<file path="src/core/tifv_pkg.sv">
// package: constants, types and state layouts of the timer interrupt flag block
// Function
// (RQ1) capture done sets capture flag bit 5
// (RQ2) capture flag cleared by vector or one-write
// (RQ3) count equals compare A sets bit 4
// (RQ4) compare A flag cleared by vector or one-write
// (RQ5) compare A request needs global, enable, flag
// (RQ6) count equals compare B sets bit 3
// (RQ7) compare B flag cleared by vector or one-write
// (RQ8) compare B request needs global, enable, flag
// (RQ9) wide timer overflow sets bit 2
// (RQ10) up/down mode: reversal at zero sets bit 2
// (RQ11) wide overflow flag cleared by vector or one-write
// (RQ12) wide overflow request needs global, enable, flag
// (RQ13) narrow timer overflow sets bit 0
// (RQ14) narrow overflow flag cleared by vector or one-write
// (RQ15) narrow overflow request needs global, enable, flag
// (RQ16) bit 1 reserved, value not checked
// (RQ17) up/down mode: second narrow reversal sets flag
// (RQ18) fixed vector numbers and addresses for sources
// (RQ19) programmed boot fuse selects boot reset address
// (RQ20) zero write keeps flag; set beats clear
// (RQ21) lowest vector served first, only it cleared
package tifv_pkg;

  // ****************************************
  // widths
  // ****************************************
  localparam int WIDE_W   = 16;
  localparam int NARROW_W = 8;
  localparam int ADDR_W   = 16;
  localparam int VEC_W    = 5;
  localparam int FLAG_W   = 8;
  localparam int EXT_N    = 6;
  localparam int EN_W     = 14;
  localparam int VEC_N    = 19;

  // ****************************************
  // flag register bit positions and reset
  // ****************************************
  localparam int FLAG_NARROW_OVF  = 0;
  localparam int FLAG_RESERVED    = 1;
  localparam int FLAG_WIDE_OVF    = 2;
  localparam int FLAG_CMP_B       = 3;
  localparam int FLAG_CMP_A       = 4;
  localparam int FLAG_CAPTURE     = 5;
  localparam int FLAG_NARROW2_OVF = 6;
  localparam int FLAG_SPARE       = 7;
  localparam logic [FLAG_W-1:0] FLAG_RESET = 8'h00;

  // ****************************************
  // vector numbers; program address is twice (number - 1)
  // ****************************************
  localparam logic [VEC_W-1:0] VEC_NONE        = 5'h00;
  localparam logic [VEC_W-1:0] VEC_NARROW2_OVF = 5'h05;
  localparam logic [VEC_W-1:0] VEC_CAPTURE     = 5'h06;
  localparam logic [VEC_W-1:0] VEC_CMP_A       = 5'h07;
  localparam logic [VEC_W-1:0] VEC_CMP_B       = 5'h08;
  localparam logic [VEC_W-1:0] VEC_WIDE_OVF    = 5'h09;
  localparam logic [VEC_W-1:0] VEC_NARROW_OVF  = 5'h0a;
  localparam logic [VEC_W-1:0] VEC_EXT_FIRST   = 5'h0d; // tx empty, tx done, conv, nvm, comp, twi
  // vector of each flag bit, index = bit position
  localparam logic [FLAG_W-1:0][VEC_W-1:0] FLAG_VEC = {
    VEC_NONE, VEC_NARROW2_OVF, VEC_CAPTURE, VEC_CMP_A,
    VEC_CMP_B, VEC_WIDE_OVF, VEC_NONE, VEC_NARROW_OVF};
  localparam logic [ADDR_W-1:0] RESET_ADDR_APP = 16'h0000;

  // ****************************************
  // controller register map (byte offsets) and fields
  // ****************************************
  localparam logic [7:0] REG_CTRL      = 8'h00;
  localparam logic [7:0] REG_ENABLE    = 8'h04;
  localparam logic [7:0] REG_FLAGS     = 8'h08;
  localparam logic [7:0] REG_VECTOR    = 8'h0c;
  localparam logic [7:0] REG_RESET_ADR = 8'h10;
  localparam int CTRL_GLOBAL_BIT = 0;
  localparam int EN_EXT_LSB      = 8;
  localparam int VECREG_REQ_BIT  = 31;
  localparam int VECREG_NUM_LSB  = 16;

  // ****************************************
  // state types
  // ****************************************
  typedef struct packed {
    logic flag;
  } tifv_cell_state_type;

  typedef struct packed {
    logic              fuse_s1;
    logic              fuse_s2;
    logic              wide_down_prev;
    logic              narrow2_down_prev;
    logic              irq_req;
    logic [VEC_W-1:0]  irq_vec;
    logic [ADDR_W-1:0] irq_addr;
    logic [ADDR_W-1:0] reset_addr;
  } tifv_dev_state_type;

  localparam tifv_dev_state_type DEV_STATE_RESET = '0;

  typedef enum logic [0:0] {
    BUS_IDLE = 1'b0,
    BUS_DATA = 1'b1
  } tifv_bus_type;

  typedef struct packed {
    tifv_bus_type      bus;
    logic              wr;
    logic [7:0]        addr;
    logic [31:0]       hrdata;
    logic              hreadyout;
    logic              hresp;
    logic              global_en;
    logic [EN_W-1:0]   enable;
    logic              flag_clr;
    logic [FLAG_W-1:0] flag_clr_mask;
    logic              take;
    logic [VEC_W-1:0]  take_vec;
  } tifv_host_state_type;

  localparam tifv_host_state_type HOST_STATE_RESET = '{
    bus: BUS_IDLE, wr: 1'b0, addr: 8'h00, hrdata: 32'h0000_0000,
    hreadyout: 1'b1, hresp: 1'b0, global_en: 1'b0, enable: 14'h0000,
    flag_clr: 1'b0, flag_clr_mask: 8'h00, take: 1'b0, take_vec: 5'h00};

endpackage

</file>
<file path="src/core/tifv_link_if.sv">
// interface: link between the flag block and the processor core side
`timescale 1ns/1ps
`default_nettype none
interface tifv_link_if;
  import tifv_pkg::*;

  logic                  global_irq;    // processor status word global bit
  logic [EN_W-1:0]       irq_enable;    // per-source enables
  logic                  flag_clr;      // pulse: write-one clear
  logic [FLAG_W-1:0]     flag_clr_mask; // ones clear, zeros keep
  logic                  take;          // pulse: vector taken
  logic [VEC_W-1:0]      take_vec;      // number of the vector taken
  logic [FLAG_W-1:0]     flag_rdata;    // flag register contents
  logic                  irq_req;       // a request is pending
  logic [VEC_W-1:0]      irq_vec;       // winning vector number
  logic [ADDR_W-1:0]     irq_addr;      // winning program address
  logic [ADDR_W-1:0]     reset_addr;    // start address after reset

  modport device (
    input  global_irq, irq_enable, flag_clr, flag_clr_mask, take, take_vec,
    output flag_rdata, irq_req, irq_vec, irq_addr, reset_addr
  );

  modport host (
    output global_irq, irq_enable, flag_clr, flag_clr_mask, take, take_vec,
    input  flag_rdata, irq_req, irq_vec, irq_addr, reset_addr
  );
endinterface
`default_nettype wire

</file>
<file path="src/core/tifv_device_end.sv">
// module: timer interrupt flags, request gating and vector dispatch
`timescale 1ns/1ps
`default_nettype none
module tifv_device_end #(
  parameter logic [15:0] BOOT_ADDR = 16'h1000 // start address with boot fuse programmed
) (
  input  wire logic                          MCLK_IN,
  input  wire logic                          SRST_IN,
  tifv_link_if.device                        LINK,
  // wide timer events and compare inputs
  input  wire logic                          CAPTURE_DONE_IN,
  input  wire logic                          WIDE_TICK_IN,
  input  wire logic [tifv_pkg::WIDE_W-1:0]   WIDE_COUNT_IN,
  input  wire logic [tifv_pkg::WIDE_W-1:0]   COMPARE_A_VALUE_IN,
  input  wire logic [tifv_pkg::WIDE_W-1:0]   COMPARE_B_VALUE_IN,
  input  wire logic                          WIDE_WRAP_IN,
  input  wire logic                          WIDE_UPDOWN_IN,
  input  wire logic                          WIDE_DOWN_IN,
  // narrow timer events
  input  wire logic                          NARROW_WRAP_IN,
  input  wire logic                          NARROW2_WRAP_IN,
  input  wire logic                          NARROW2_UPDOWN_IN,
  input  wire logic                          NARROW2_DOWN_IN,
  input  wire logic [tifv_pkg::NARROW_W-1:0] NARROW2_COUNT_IN,
  // other sources and the boot strap pin
  input  wire logic [tifv_pkg::EXT_N-1:0]    EXT_EVENT_IN,
  input  wire logic                          BOOT_FUSE_PROGRAMMED_IN
);
  import tifv_pkg::*;

  // ****************************************
  // elaboration checks
  // ****************************************
  // the packing of addresses, enables and vectors needs these sizes
  if (ADDR_W != 16) begin : g_bad_addr
    $error("tifv_device_end: address width must be 16");
  end
  if (FLAG_W != 8) begin : g_bad_flag_w
    $error("tifv_device_end: flag width must be 8");
  end
  if (EN_EXT_LSB + EXT_N > EN_W) begin : g_bad_en_w
    $error("tifv_device_end: enable word too narrow");
  end
  if (VEC_EXT_FIRST + EXT_N > VEC_N) begin : g_bad_vec_n
    $error("tifv_device_end: vector table too short");
  end

  // ****************************************
  // signals
  // ****************************************
  // registered state and its next value
  tifv_dev_state_type  s;
  tifv_dev_state_type  next_s;

  // per bit: set, clear, contents, gated request
  logic [FLAG_W-1:0]   flag_set;
  logic [FLAG_W-1:0]   flag_clear;
  logic [FLAG_W-1:0]   flag_q;
  logic [FLAG_W-1:0]   flag_pend;
  logic [EXT_N-1:0]    ext_pend;

  // one-cycle timer events
  logic                wide_turn;
  logic                narrow2_turn;
  logic                cmp_a_hit;
  logic                cmp_b_hit;

  // one bit per vector number
  logic [VEC_N-1:0]    pending;

  // ****************************************
  // event detection
  // ****************************************

  // direction turns from down to up while the count stands at zero
  // history flops reset low, so no false turn follows reset
  assign wide_turn    = s.wide_down_prev & ~WIDE_DOWN_IN
                        & (WIDE_COUNT_IN == {WIDE_W{1'b0}});
  assign narrow2_turn = s.narrow2_down_prev & ~NARROW2_DOWN_IN
                        & (NARROW2_COUNT_IN == {NARROW_W{1'b0}});

  // compare matches judged only on a fresh count value, so a count
  // parked on the compare value cannot set a cleared flag again
  assign cmp_a_hit = WIDE_TICK_IN & (WIDE_COUNT_IN == COMPARE_A_VALUE_IN); // RQ3
  assign cmp_b_hit = WIDE_TICK_IN & (WIDE_COUNT_IN == COMPARE_B_VALUE_IN); // RQ6

  // hardware set sources per flag bit
  // each source is a one-cycle pulse or a detected edge
  always_comb begin
    flag_set                   = '0;
    flag_set[FLAG_CAPTURE]     = CAPTURE_DONE_IN; // RQ1
    flag_set[FLAG_CMP_A]       = cmp_a_hit;       // RQ3
    flag_set[FLAG_CMP_B]       = cmp_b_hit;       // RQ6

    // overflow in normal modes, bottom turn in up/down mode
    flag_set[FLAG_WIDE_OVF]    = WIDE_UPDOWN_IN ? wide_turn : WIDE_WRAP_IN; // RQ9 RQ10
    flag_set[FLAG_NARROW_OVF]  = NARROW_WRAP_IN;  // RQ13
    flag_set[FLAG_NARROW2_OVF] = NARROW2_UPDOWN_IN ? narrow2_turn : NARROW2_WRAP_IN; // RQ17
    // reserved and spare bits never set and read zero
    flag_set[FLAG_RESERVED]    = 1'b0;            // RQ16
    flag_set[FLAG_SPARE]       = 1'b0;
  end

  // ****************************************
  // flag cells
  // ****************************************

  // one cell per bit; clear by one-write or by taking its own vector
  // bits 1 and 7 have no vector; only a one-write reaches them
  for (genvar i = 0; i < FLAG_W; i++) begin : g_flag
    assign flag_clear[i] = (LINK.flag_clr & LINK.flag_clr_mask[i]) // RQ2 RQ4 RQ7 RQ11 RQ14 RQ20
                           | (LINK.take & (FLAG_VEC[i] != VEC_NONE)
                              & (LINK.take_vec == FLAG_VEC[i])); // RQ21

    // request needs global bit, enable and flag together
    assign flag_pend[i]  = LINK.global_irq & LINK.irq_enable[i] & flag_q[i]; // RQ5 RQ8 RQ12 RQ15

    // the cell decides set against clear
    tifv_flag_cell u_cell (
      .MCLK_IN  (MCLK_IN),
      .SRST_IN  (SRST_IN),
      .SET_IN   (flag_set[i]),
      .CLEAR_IN (flag_clear[i]),
      .FLAG_OUT (flag_q[i])
    );
  end

  // other sources keep their own flags; only gated here
  // a level held high keeps requesting until its source drops it
  for (genvar k = 0; k < EXT_N; k++) begin : g_ext
    assign ext_pend[k] = LINK.global_irq & LINK.irq_enable[EN_EXT_LSB + k]
                         & EXT_EVENT_IN[k];
  end

  // ****************************************
  // vector dispatch
  // ****************************************

  // map every pending source onto its vector number
  // bits 1 and 7 fall on vector 0, which the scan never serves
  always_comb begin
    pending = '0;
    for (int i = 0; i < FLAG_W; i++) begin
      pending[FLAG_VEC[i]] = pending[FLAG_VEC[i]] | flag_pend[i]; // RQ18
    end
    for (int k = 0; k < EXT_N; k++) begin
      pending[VEC_EXT_FIRST + k] = ext_pend[k]; // RQ18
    end
  end

  // state update: strap sync, direction history, lowest vector wins
  always_comb begin
    next_s                   = s;

    // fuse pin passes two flops before the start address reads it
    next_s.fuse_s1           = BOOT_FUSE_PROGRAMMED_IN;
    next_s.fuse_s2           = s.fuse_s1;
    next_s.reset_addr        = s.fuse_s2 ? BOOT_ADDR : RESET_ADDR_APP; // RQ19

    // last cycle's direction, for the reversal detectors
    next_s.wide_down_prev    = WIDE_DOWN_IN;
    next_s.narrow2_down_prev = NARROW2_DOWN_IN;

    // nothing pending unless the scan below finds a source
    next_s.irq_req           = 1'b0;
    next_s.irq_vec           = VEC_NONE;
    // scan downward so the lowest pending number is left standing
    // vector 0 is skipped: it is the reset entry, not a source
    for (int v = VEC_N - 1; v > 0; v--) begin
      if (pending[v]) begin
        next_s.irq_req = 1'b1; // RQ21
        next_s.irq_vec = VEC_W'(v);
      end
    end

    // program address is twice (vector number - 1); idle reads zero
    next_s.irq_addr = '0;
    if (next_s.irq_req) begin
      next_s.irq_addr = {{(ADDR_W - VEC_W - 1){1'b0}}, next_s.irq_vec - VEC_W'(1), 1'b0}; // RQ18
    end

    // reset overrides everything, the fuse chain included
    if (SRST_IN) begin
      next_s = DEV_STATE_RESET;
    end
  end

  // state register
  // reset is folded into next_s, so no branch here
  always_ff @(posedge MCLK_IN) begin
    s <= next_s;
  end

  // ****************************************
  // outputs
  // ****************************************
  // every link output comes straight from a flop
  assign LINK.flag_rdata = flag_q; // reserved bits read zero

  // request, vector and address move together
  assign LINK.irq_req    = s.irq_req;
  assign LINK.irq_vec    = s.irq_vec;
  assign LINK.irq_addr   = s.irq_addr;
  assign LINK.reset_addr = s.reset_addr;

endmodule // tifv_device_end
`default_nettype wire

</file>
<file path="src/core/tifv_flag_cell.sv">
// module: one sticky interrupt flag, hardware set wins over clear
`timescale 1ns/1ps
`default_nettype none
module tifv_flag_cell (
  input  wire logic MCLK_IN,
  input  wire logic SRST_IN,
  input  wire logic SET_IN,
  input  wire logic CLEAR_IN,
  output logic      FLAG_OUT
);
  import tifv_pkg::*;

  tifv_cell_state_type s;
  tifv_cell_state_type next_s;

  // set beats a clear in the same cycle, no event lost
  always_comb begin
    next_s = s;
    if (SET_IN) begin
      next_s.flag = 1'b1; // RQ20
    end else if (CLEAR_IN) begin
      next_s.flag = 1'b0;
    end
    if (SRST_IN) begin
      next_s.flag = 1'b0;
    end
  end

  // state register
  always_ff @(posedge MCLK_IN) begin
    s <= next_s;
  end

  assign FLAG_OUT = s.flag;
endmodule // tifv_flag_cell
`default_nettype wire

</file>
<file path="src/flat_wrapper.sv">
// flat-port wrapper written by rule: the top's interface ports become plain ports
module tifv_device_end_flat import tifv_pkg::*;
#(
  parameter logic [15:0] BOOT_ADDR = 16'h1000                                           
)
  (MCLK_IN, SRST_IN, CAPTURE_DONE_IN, WIDE_TICK_IN, WIDE_COUNT_IN, COMPARE_A_VALUE_IN, COMPARE_B_VALUE_IN, WIDE_WRAP_IN, WIDE_UPDOWN_IN, WIDE_DOWN_IN, NARROW_WRAP_IN, NARROW2_WRAP_IN, NARROW2_UPDOWN_IN, NARROW2_DOWN_IN, NARROW2_COUNT_IN, EXT_EVENT_IN, BOOT_FUSE_PROGRAMMED_IN, LINK_global_irq, LINK_irq_enable, LINK_flag_clr, LINK_flag_clr_mask, LINK_take, LINK_take_vec, LINK_flag_rdata, LINK_irq_req, LINK_irq_vec, LINK_irq_addr, LINK_reset_addr);
  tifv_link_if LINK_i ();
  input  wire logic MCLK_IN;
  input  wire logic SRST_IN;
  input  wire logic CAPTURE_DONE_IN;
  input  wire logic WIDE_TICK_IN;
  input  wire logic [tifv_pkg::WIDE_W-1:0] WIDE_COUNT_IN;
  input  wire logic [tifv_pkg::WIDE_W-1:0] COMPARE_A_VALUE_IN;
  input  wire logic [tifv_pkg::WIDE_W-1:0] COMPARE_B_VALUE_IN;
  input  wire logic WIDE_WRAP_IN;
  input  wire logic WIDE_UPDOWN_IN;
  input  wire logic WIDE_DOWN_IN;
  input  wire logic NARROW_WRAP_IN;
  input  wire logic NARROW2_WRAP_IN;
  input  wire logic NARROW2_UPDOWN_IN;
  input  wire logic NARROW2_DOWN_IN;
  input  wire logic [tifv_pkg::NARROW_W-1:0] NARROW2_COUNT_IN;
  input  wire logic [tifv_pkg::EXT_N-1:0] EXT_EVENT_IN;
  input  wire logic BOOT_FUSE_PROGRAMMED_IN;
  input wire logic [$bits(LINK_i.global_irq)-1:0] LINK_global_irq;
  input wire logic [$bits(LINK_i.irq_enable)-1:0] LINK_irq_enable;
  input wire logic [$bits(LINK_i.flag_clr)-1:0] LINK_flag_clr;
  input wire logic [$bits(LINK_i.flag_clr_mask)-1:0] LINK_flag_clr_mask;
  input wire logic [$bits(LINK_i.take)-1:0] LINK_take;
  input wire logic [$bits(LINK_i.take_vec)-1:0] LINK_take_vec;
  output wire logic [$bits(LINK_i.flag_rdata)-1:0] LINK_flag_rdata;
  output wire logic [$bits(LINK_i.irq_req)-1:0] LINK_irq_req;
  output wire logic [$bits(LINK_i.irq_vec)-1:0] LINK_irq_vec;
  output wire logic [$bits(LINK_i.irq_addr)-1:0] LINK_irq_addr;
  output wire logic [$bits(LINK_i.reset_addr)-1:0] LINK_reset_addr;
  assign LINK_i.global_irq = LINK_global_irq;
  assign LINK_i.irq_enable = LINK_irq_enable;
  assign LINK_i.flag_clr = LINK_flag_clr;
  assign LINK_i.flag_clr_mask = LINK_flag_clr_mask;
  assign LINK_i.take = LINK_take;
  assign LINK_i.take_vec = LINK_take_vec;
  assign LINK_flag_rdata = LINK_i.flag_rdata;
  assign LINK_irq_req = LINK_i.irq_req;
  assign LINK_irq_vec = LINK_i.irq_vec;
  assign LINK_irq_addr = LINK_i.irq_addr;
  assign LINK_reset_addr = LINK_i.reset_addr;
  tifv_device_end #(.BOOT_ADDR(BOOT_ADDR)) u_core (.MCLK_IN(MCLK_IN), .SRST_IN(SRST_IN), .LINK(LINK_i), .CAPTURE_DONE_IN(CAPTURE_DONE_IN), .WIDE_TICK_IN(WIDE_TICK_IN), .WIDE_COUNT_IN(WIDE_COUNT_IN), .COMPARE_A_VALUE_IN(COMPARE_A_VALUE_IN), .COMPARE_B_VALUE_IN(COMPARE_B_VALUE_IN), .WIDE_WRAP_IN(WIDE_WRAP_IN), .WIDE_UPDOWN_IN(WIDE_UPDOWN_IN), .WIDE_DOWN_IN(WIDE_DOWN_IN), .NARROW_WRAP_IN(NARROW_WRAP_IN), .NARROW2_WRAP_IN(NARROW2_WRAP_IN), .NARROW2_UPDOWN_IN(NARROW2_UPDOWN_IN), .NARROW2_DOWN_IN(NARROW2_DOWN_IN), .NARROW2_COUNT_IN(NARROW2_COUNT_IN), .EXT_EVENT_IN(EXT_EVENT_IN), .BOOT_FUSE_PROGRAMMED_IN(BOOT_FUSE_PROGRAMMED_IN));
endmodule
</file>
<file path="config.mk">
export PLATFORM = sky130hd
export DESIGN_NAME = tifv_device_end_flat
export DESIGN_NICKNAME = d
export VERILOG_FILES = /design/src/core/tifv_pkg.sv /design/src/core/tifv_link_if.sv /design/src/core/tifv_device_end.sv /design/src/core/tifv_flag_cell.sv /design/src/flat_wrapper.sv
export SDC_FILE = /design/constraint.sdc
export NUM_CORES = 1
export LEC_CHECK = 0
export BUFFER_PORTS_ARGS = -buffer_cell sky130_fd_sc_hd__buf_4
export CORE_MARGIN = 2
export CORE_UTILIZATION = 42
export DETAILED_ROUTE_END_ITERATION = 7
export PLACE_DENSITY_LB_ADDON = 0.15
export REMOVE_ABC_BUFFERS = 1
export SKIP_LAST_GASP = 1
export SYNTH_ARGS = -nofsm -noshare
export SYNTH_HDL_FRONTEND = slang
export SYNTH_SLANG_ARGS = --single-unit
</file>
<file path="constraint.sdc">
create_clock -name MCLK_IN -period 3.2 [get_ports MCLK_IN]
set_input_delay 0.16 -clock MCLK_IN [delete_from_list [all_inputs] [get_ports MCLK_IN]]
set_output_delay 0.16 -clock MCLK_IN [all_outputs]
set_load 0.05 [all_outputs]
</file>
==> impl_summary.md <==
Critical path
The largest single stage delay on the critical path is 0.41 ns. The start-to-end type of the worst setup path is reg2reg. The critical path data arrival time is 1.80 ns. The critical path's top delay family is compound AO/OA/AOI/OAI gates. The maximum fanout count along the critical path is 4. At the worst endpoint, the required time is 3.36 ns.

For this design, the slowest cell found on the critical path is sky130_fd_sc_hd__a222oi_1. The kind of end point of the critical path is a flop. The start of the worst register-to-register path is u_core.g_flag[2].u_cell.FLAG_OUT. The total buffers and inverters traversed by the critical path is 0. The critical path launch point type is a flop. Walking the worst path, the cells encountered are a222oi_1 > o21ai_2 > a311oi_2 > mux2_4. In this run the worst setup path begins at u_core.g_flag[2].u_cell.FLAG_OUT.

Flow run
The number of max-cap violations is 0.

CTS
The number of buffers added by the clock tree synthesis step is 3. TritonCTS built the clock tree. In this run the number of H-tree levels came out at 1. Clock tree synthesis selected as its root buffer the cell sky130_fd_sc_hd__clkbuf_8. The hold-fix buffer count after cts is 0. Counting along the longest clock path gives a buffer depth of 2. The number of resized instances in the post-cts repair step is 0. The register clock-pin slew on the reported worst setup and hold paths is 0.08 ns. Counting every sink on the clock net gives 22. The latest clock arrival within the worst-skew pair is 0.26 ns.

Buffers added to address setup during post-CTS repair amount to 0.

Synthesis
The share of async-settable or async-resettable flops after synthesis is 0. In this run the mean area of a mapped cell was 8.36 sq um. The fraction of synthesized cell area taken by the top area cell type is 0.251. The count of state elements after synthesis is 22. The total of warnings raised by yosys is 0. The count of flip-flops with a built-in enable after synthesis is 0. The most common flop cell mapped by yosys is sky130_fd_sc_hd__dfxtp_1. After technology mapping, the gate count stands at 210. Counting instances in the post-synthesis netlist gives the leading cell types as sky130_fd_sc_hd__buf_4 (45), sky130_fd_sc_hd__xnor2_1 (33), sky130_fd_sc_hd__dfxtp_1 (22).

The dominant cell type by area after synthesis is sky130_fd_sc_hd__dfxtp_1. After synthesis, the cell types taking the most area are sky130_fd_sc_hd__dfxtp_1 (25%), sky130_fd_sc_hd__buf_4 (19%), sky130_fd_sc_hd__xnor2_1 (16%). After synthesis the cells add up to 0.00176 sq mm. The share of synthesized area occupied by flip-flops and latches is 0.251. The distinct cell type count after synthesis is 45. The most numerous cell in the Yosys netlist is sky130_fd_sc_hd__buf_4.

Floorplanning
The floorplan step defined a core boundary enclosing 0.00400 sq mm. The x dimension of the die is 68.7 um. The count of boundary I/O pins is 150.

The die covers 0.00471 sq mm. In this run the core area contains 23 standard-cell rows. The floorplan step set the die height to 68.7 um. For this configuration, the core starts out at a cell density of 0.439.

Power
IR analysis of the VDD net gives a maximum drop of 0.195 mV. After layout, the design draws a total of 0.915 mW. The total power density per cell area is 362 mW/mm^2. Summed over all cells, the static leakage comes to 1.16 nW.

Route
The number of iterations in the first detailed-routing pass is 5. The count of vias placed by the detailed router is 1726. The DRC violation count after routing is 0. The first routing iteration left 35 violations.

The count of antenna-violating nets left after detailed routing is 0. The final wirelength is 4510 um. Using the TritonRoute via totals, the vias-per-cell ratio works out to 4.77. The per-cell routed wire length is 12.5 um.

STA
The clock skew after layout is 0.00258 ns. The share of the clock period used by the worst path is 0.513. The final number of max-transition violations came to 0. Measured against its own limit, the worst slew margin works out to 0.663. Setup repair after global routing left no endpoint under its margin. The summed negative setup slack over all endpoints is 0 ns. The slew at the pin closest to its max-slew limit is 0.498 ns. The routed design could run at a clock period as short as 1.64 ns.

The final hold violation count came to 0. The final number of setup-violating endpoints is 0. The maximum clock rate is 609 MHz.

Place
After detailed placement, the total cell area comes to 0.00246 sq mm. The final RePlAce weighted congestion is 0.840. In this run the tool buffered the top-level ports with 117 buffer cells. The wire-length estimate of the detail-placed layout is 4050 um.

Final layout
The area used by sequential logic in the layout is 440 sq um. The fraction of layout cells with a size suffix above 1 is 0.417. Summing all multi-input logic gate instances after layout gives 0.00106 sq mm. The layout overhead on the synthesized area is 44.0%. The layout has 397 filler cells. After the last flow step, the layout net total stands at 418.

The final standard cell area without fillers is 0.00253 sq mm. The repair_antennas step left the layout with diodes totalling 0. For this run, the share of the core covered by cells in the final layout is 0.632.

Global routing
The pin count of the biggest net entering global routing is 17. The global-route usage over all layers is 0.194. The total overflow left after global routing is 0. The first-pass GRT wire length is 6890 um.

The initial antenna violation count is 0. The via count of the first global-routing pass came to 1693.

Min path
The classification of the worst-slack hold path is in2reg. The worst hold path begins at CAPTURE_DONE_IN.

Outcome
The run finished with clean final reports.
per-layer routing:
layer / global-route usage / up-vias / wire (um)
li1: - / 872 / -
met1: 0.201 / 769 / 1590
met2: 0.379 / 79 / 2500
met3: 0.0519 / 6 / 380
met4: 0.0500 / 0 / 44
met5: 0 / - / 0
kinds of logic after synthesis:
group,synth area share
AO/OA/AOI/OAI,0.145
XOR/XNOR,0.165
adder cells (fa/ha/maj),0.00713
buffers and inverters,0.203
flip-flops,0.251
multiplexers,0.00855
other,0.00214
AND/OR/NAND/NOR,0.218
placed cells by master (no fill, tap or decap), types with 2 or more instances in the layout:
cell type                    n
sky130_fd_sc_hd__nand3_1     8
sky130_fd_sc_hd__clkbuf_8    3
sky130_fd_sc_hd__or4b_1      2
sky130_fd_sc_hd__nand2_1    19
sky130_fd_sc_hd__nand4_1     7
sky130_fd_sc_hd__inv_1       4
sky130_fd_sc_hd__a31oi_1     3
sky130_fd_sc_hd__buf_4     117
sky130_fd_sc_hd__nor2b_1     5
sky130_fd_sc_hd__o211ai_1    2
sky130_fd_sc_hd__a32o_1      2
sky130_fd_sc_hd__a32oi_1     2
sky130_fd_sc_hd__a22oi_2     3
sky130_fd_sc_hd__a21oi_1     7
sky130_fd_sc_hd__dfxtp_1    22
sky130_fd_sc_hd__o21ai_1     2
sky130_fd_sc_hd__conb_1     28
sky130_fd_sc_hd__nor4_1      6
sky130_fd_sc_hd__nor2_1      9
sky130_fd_sc_hd__and3_1      2
sky130_fd_sc_hd__xnor2_1    33
sky130_fd_sc_hd__and2_1      2
where the power goes:
| part | switching (mW) | leakage [nW] | total, mW | internal (mW) |
|---|---|---|---|---|
| sequential | 0.00730 | 0.181 | 0.296 | 0.289 |
| clock | 0.0895 | 0.0357 | 0.257 | 0.167 |
| combinational | 0.207 | 0.940 | 0.362 | 0.156 |
| total | 0.304 | 1.16 | 0.915 | 0.612 |
final timing paths:
check	end	slack [ns]	cells after the start
setup / recovery	u_core.LINK.irq_addr[4]	1.56	4
hold / removal	u_core.g_flag[5].u_cell.FLAG_OUT	0.1	3
setup reg to reg	u_core.LINK.irq_addr[4]	1.56	4
hold reg to reg	u_core.s[40]	0.44	1
through the flow:
step	worst slack, ns	std cells	hold WS [ns]
3_5_place_dp	1.58	358	0.369
3_3_place_gp	1.58	358	0.368
6_report	1.56	362	0.0994
5_1_grt	1.48	362	0.113
4_1_cts	1.57	362	0.0950
2_1_floorplan	1.30	191	0.229
registers in the layout, summed over array words and instances (netlist names):
name and cells:
u_core.s 4, u_core.LINK.reset_addr 1, u_core.LINK.irq_vec 5, u_core.g_flag.u_cell.FLAG_OUT 6, u_core.LINK.irq_req 1, u_core.LINK.irq_addr 5
area by class of cell:
type                    instances  area share
clock inverters                 1      0.0119
well taps                      50      0.0248
multi-input cells             165       0.419
clock buffers                   3      0.0163
repair buffers                117       0.348
flip-flops and latches         22       0.174
inverters                       4     0.00594
worst reg2reg max path, cell delays in order (launching register included):
cell and delay [ns]:
sky130_fd_sc_hd__dfxtp_1 0.36, sky130_fd_sc_hd__a222oi_1 0.41, sky130_fd_sc_hd__o21ai_2 0.13, sky130_fd_sc_hd__a311oi_2 0.31, sky130_fd_sc_hd__mux2_4 0.32
Power figures use the tool's default switching activity.
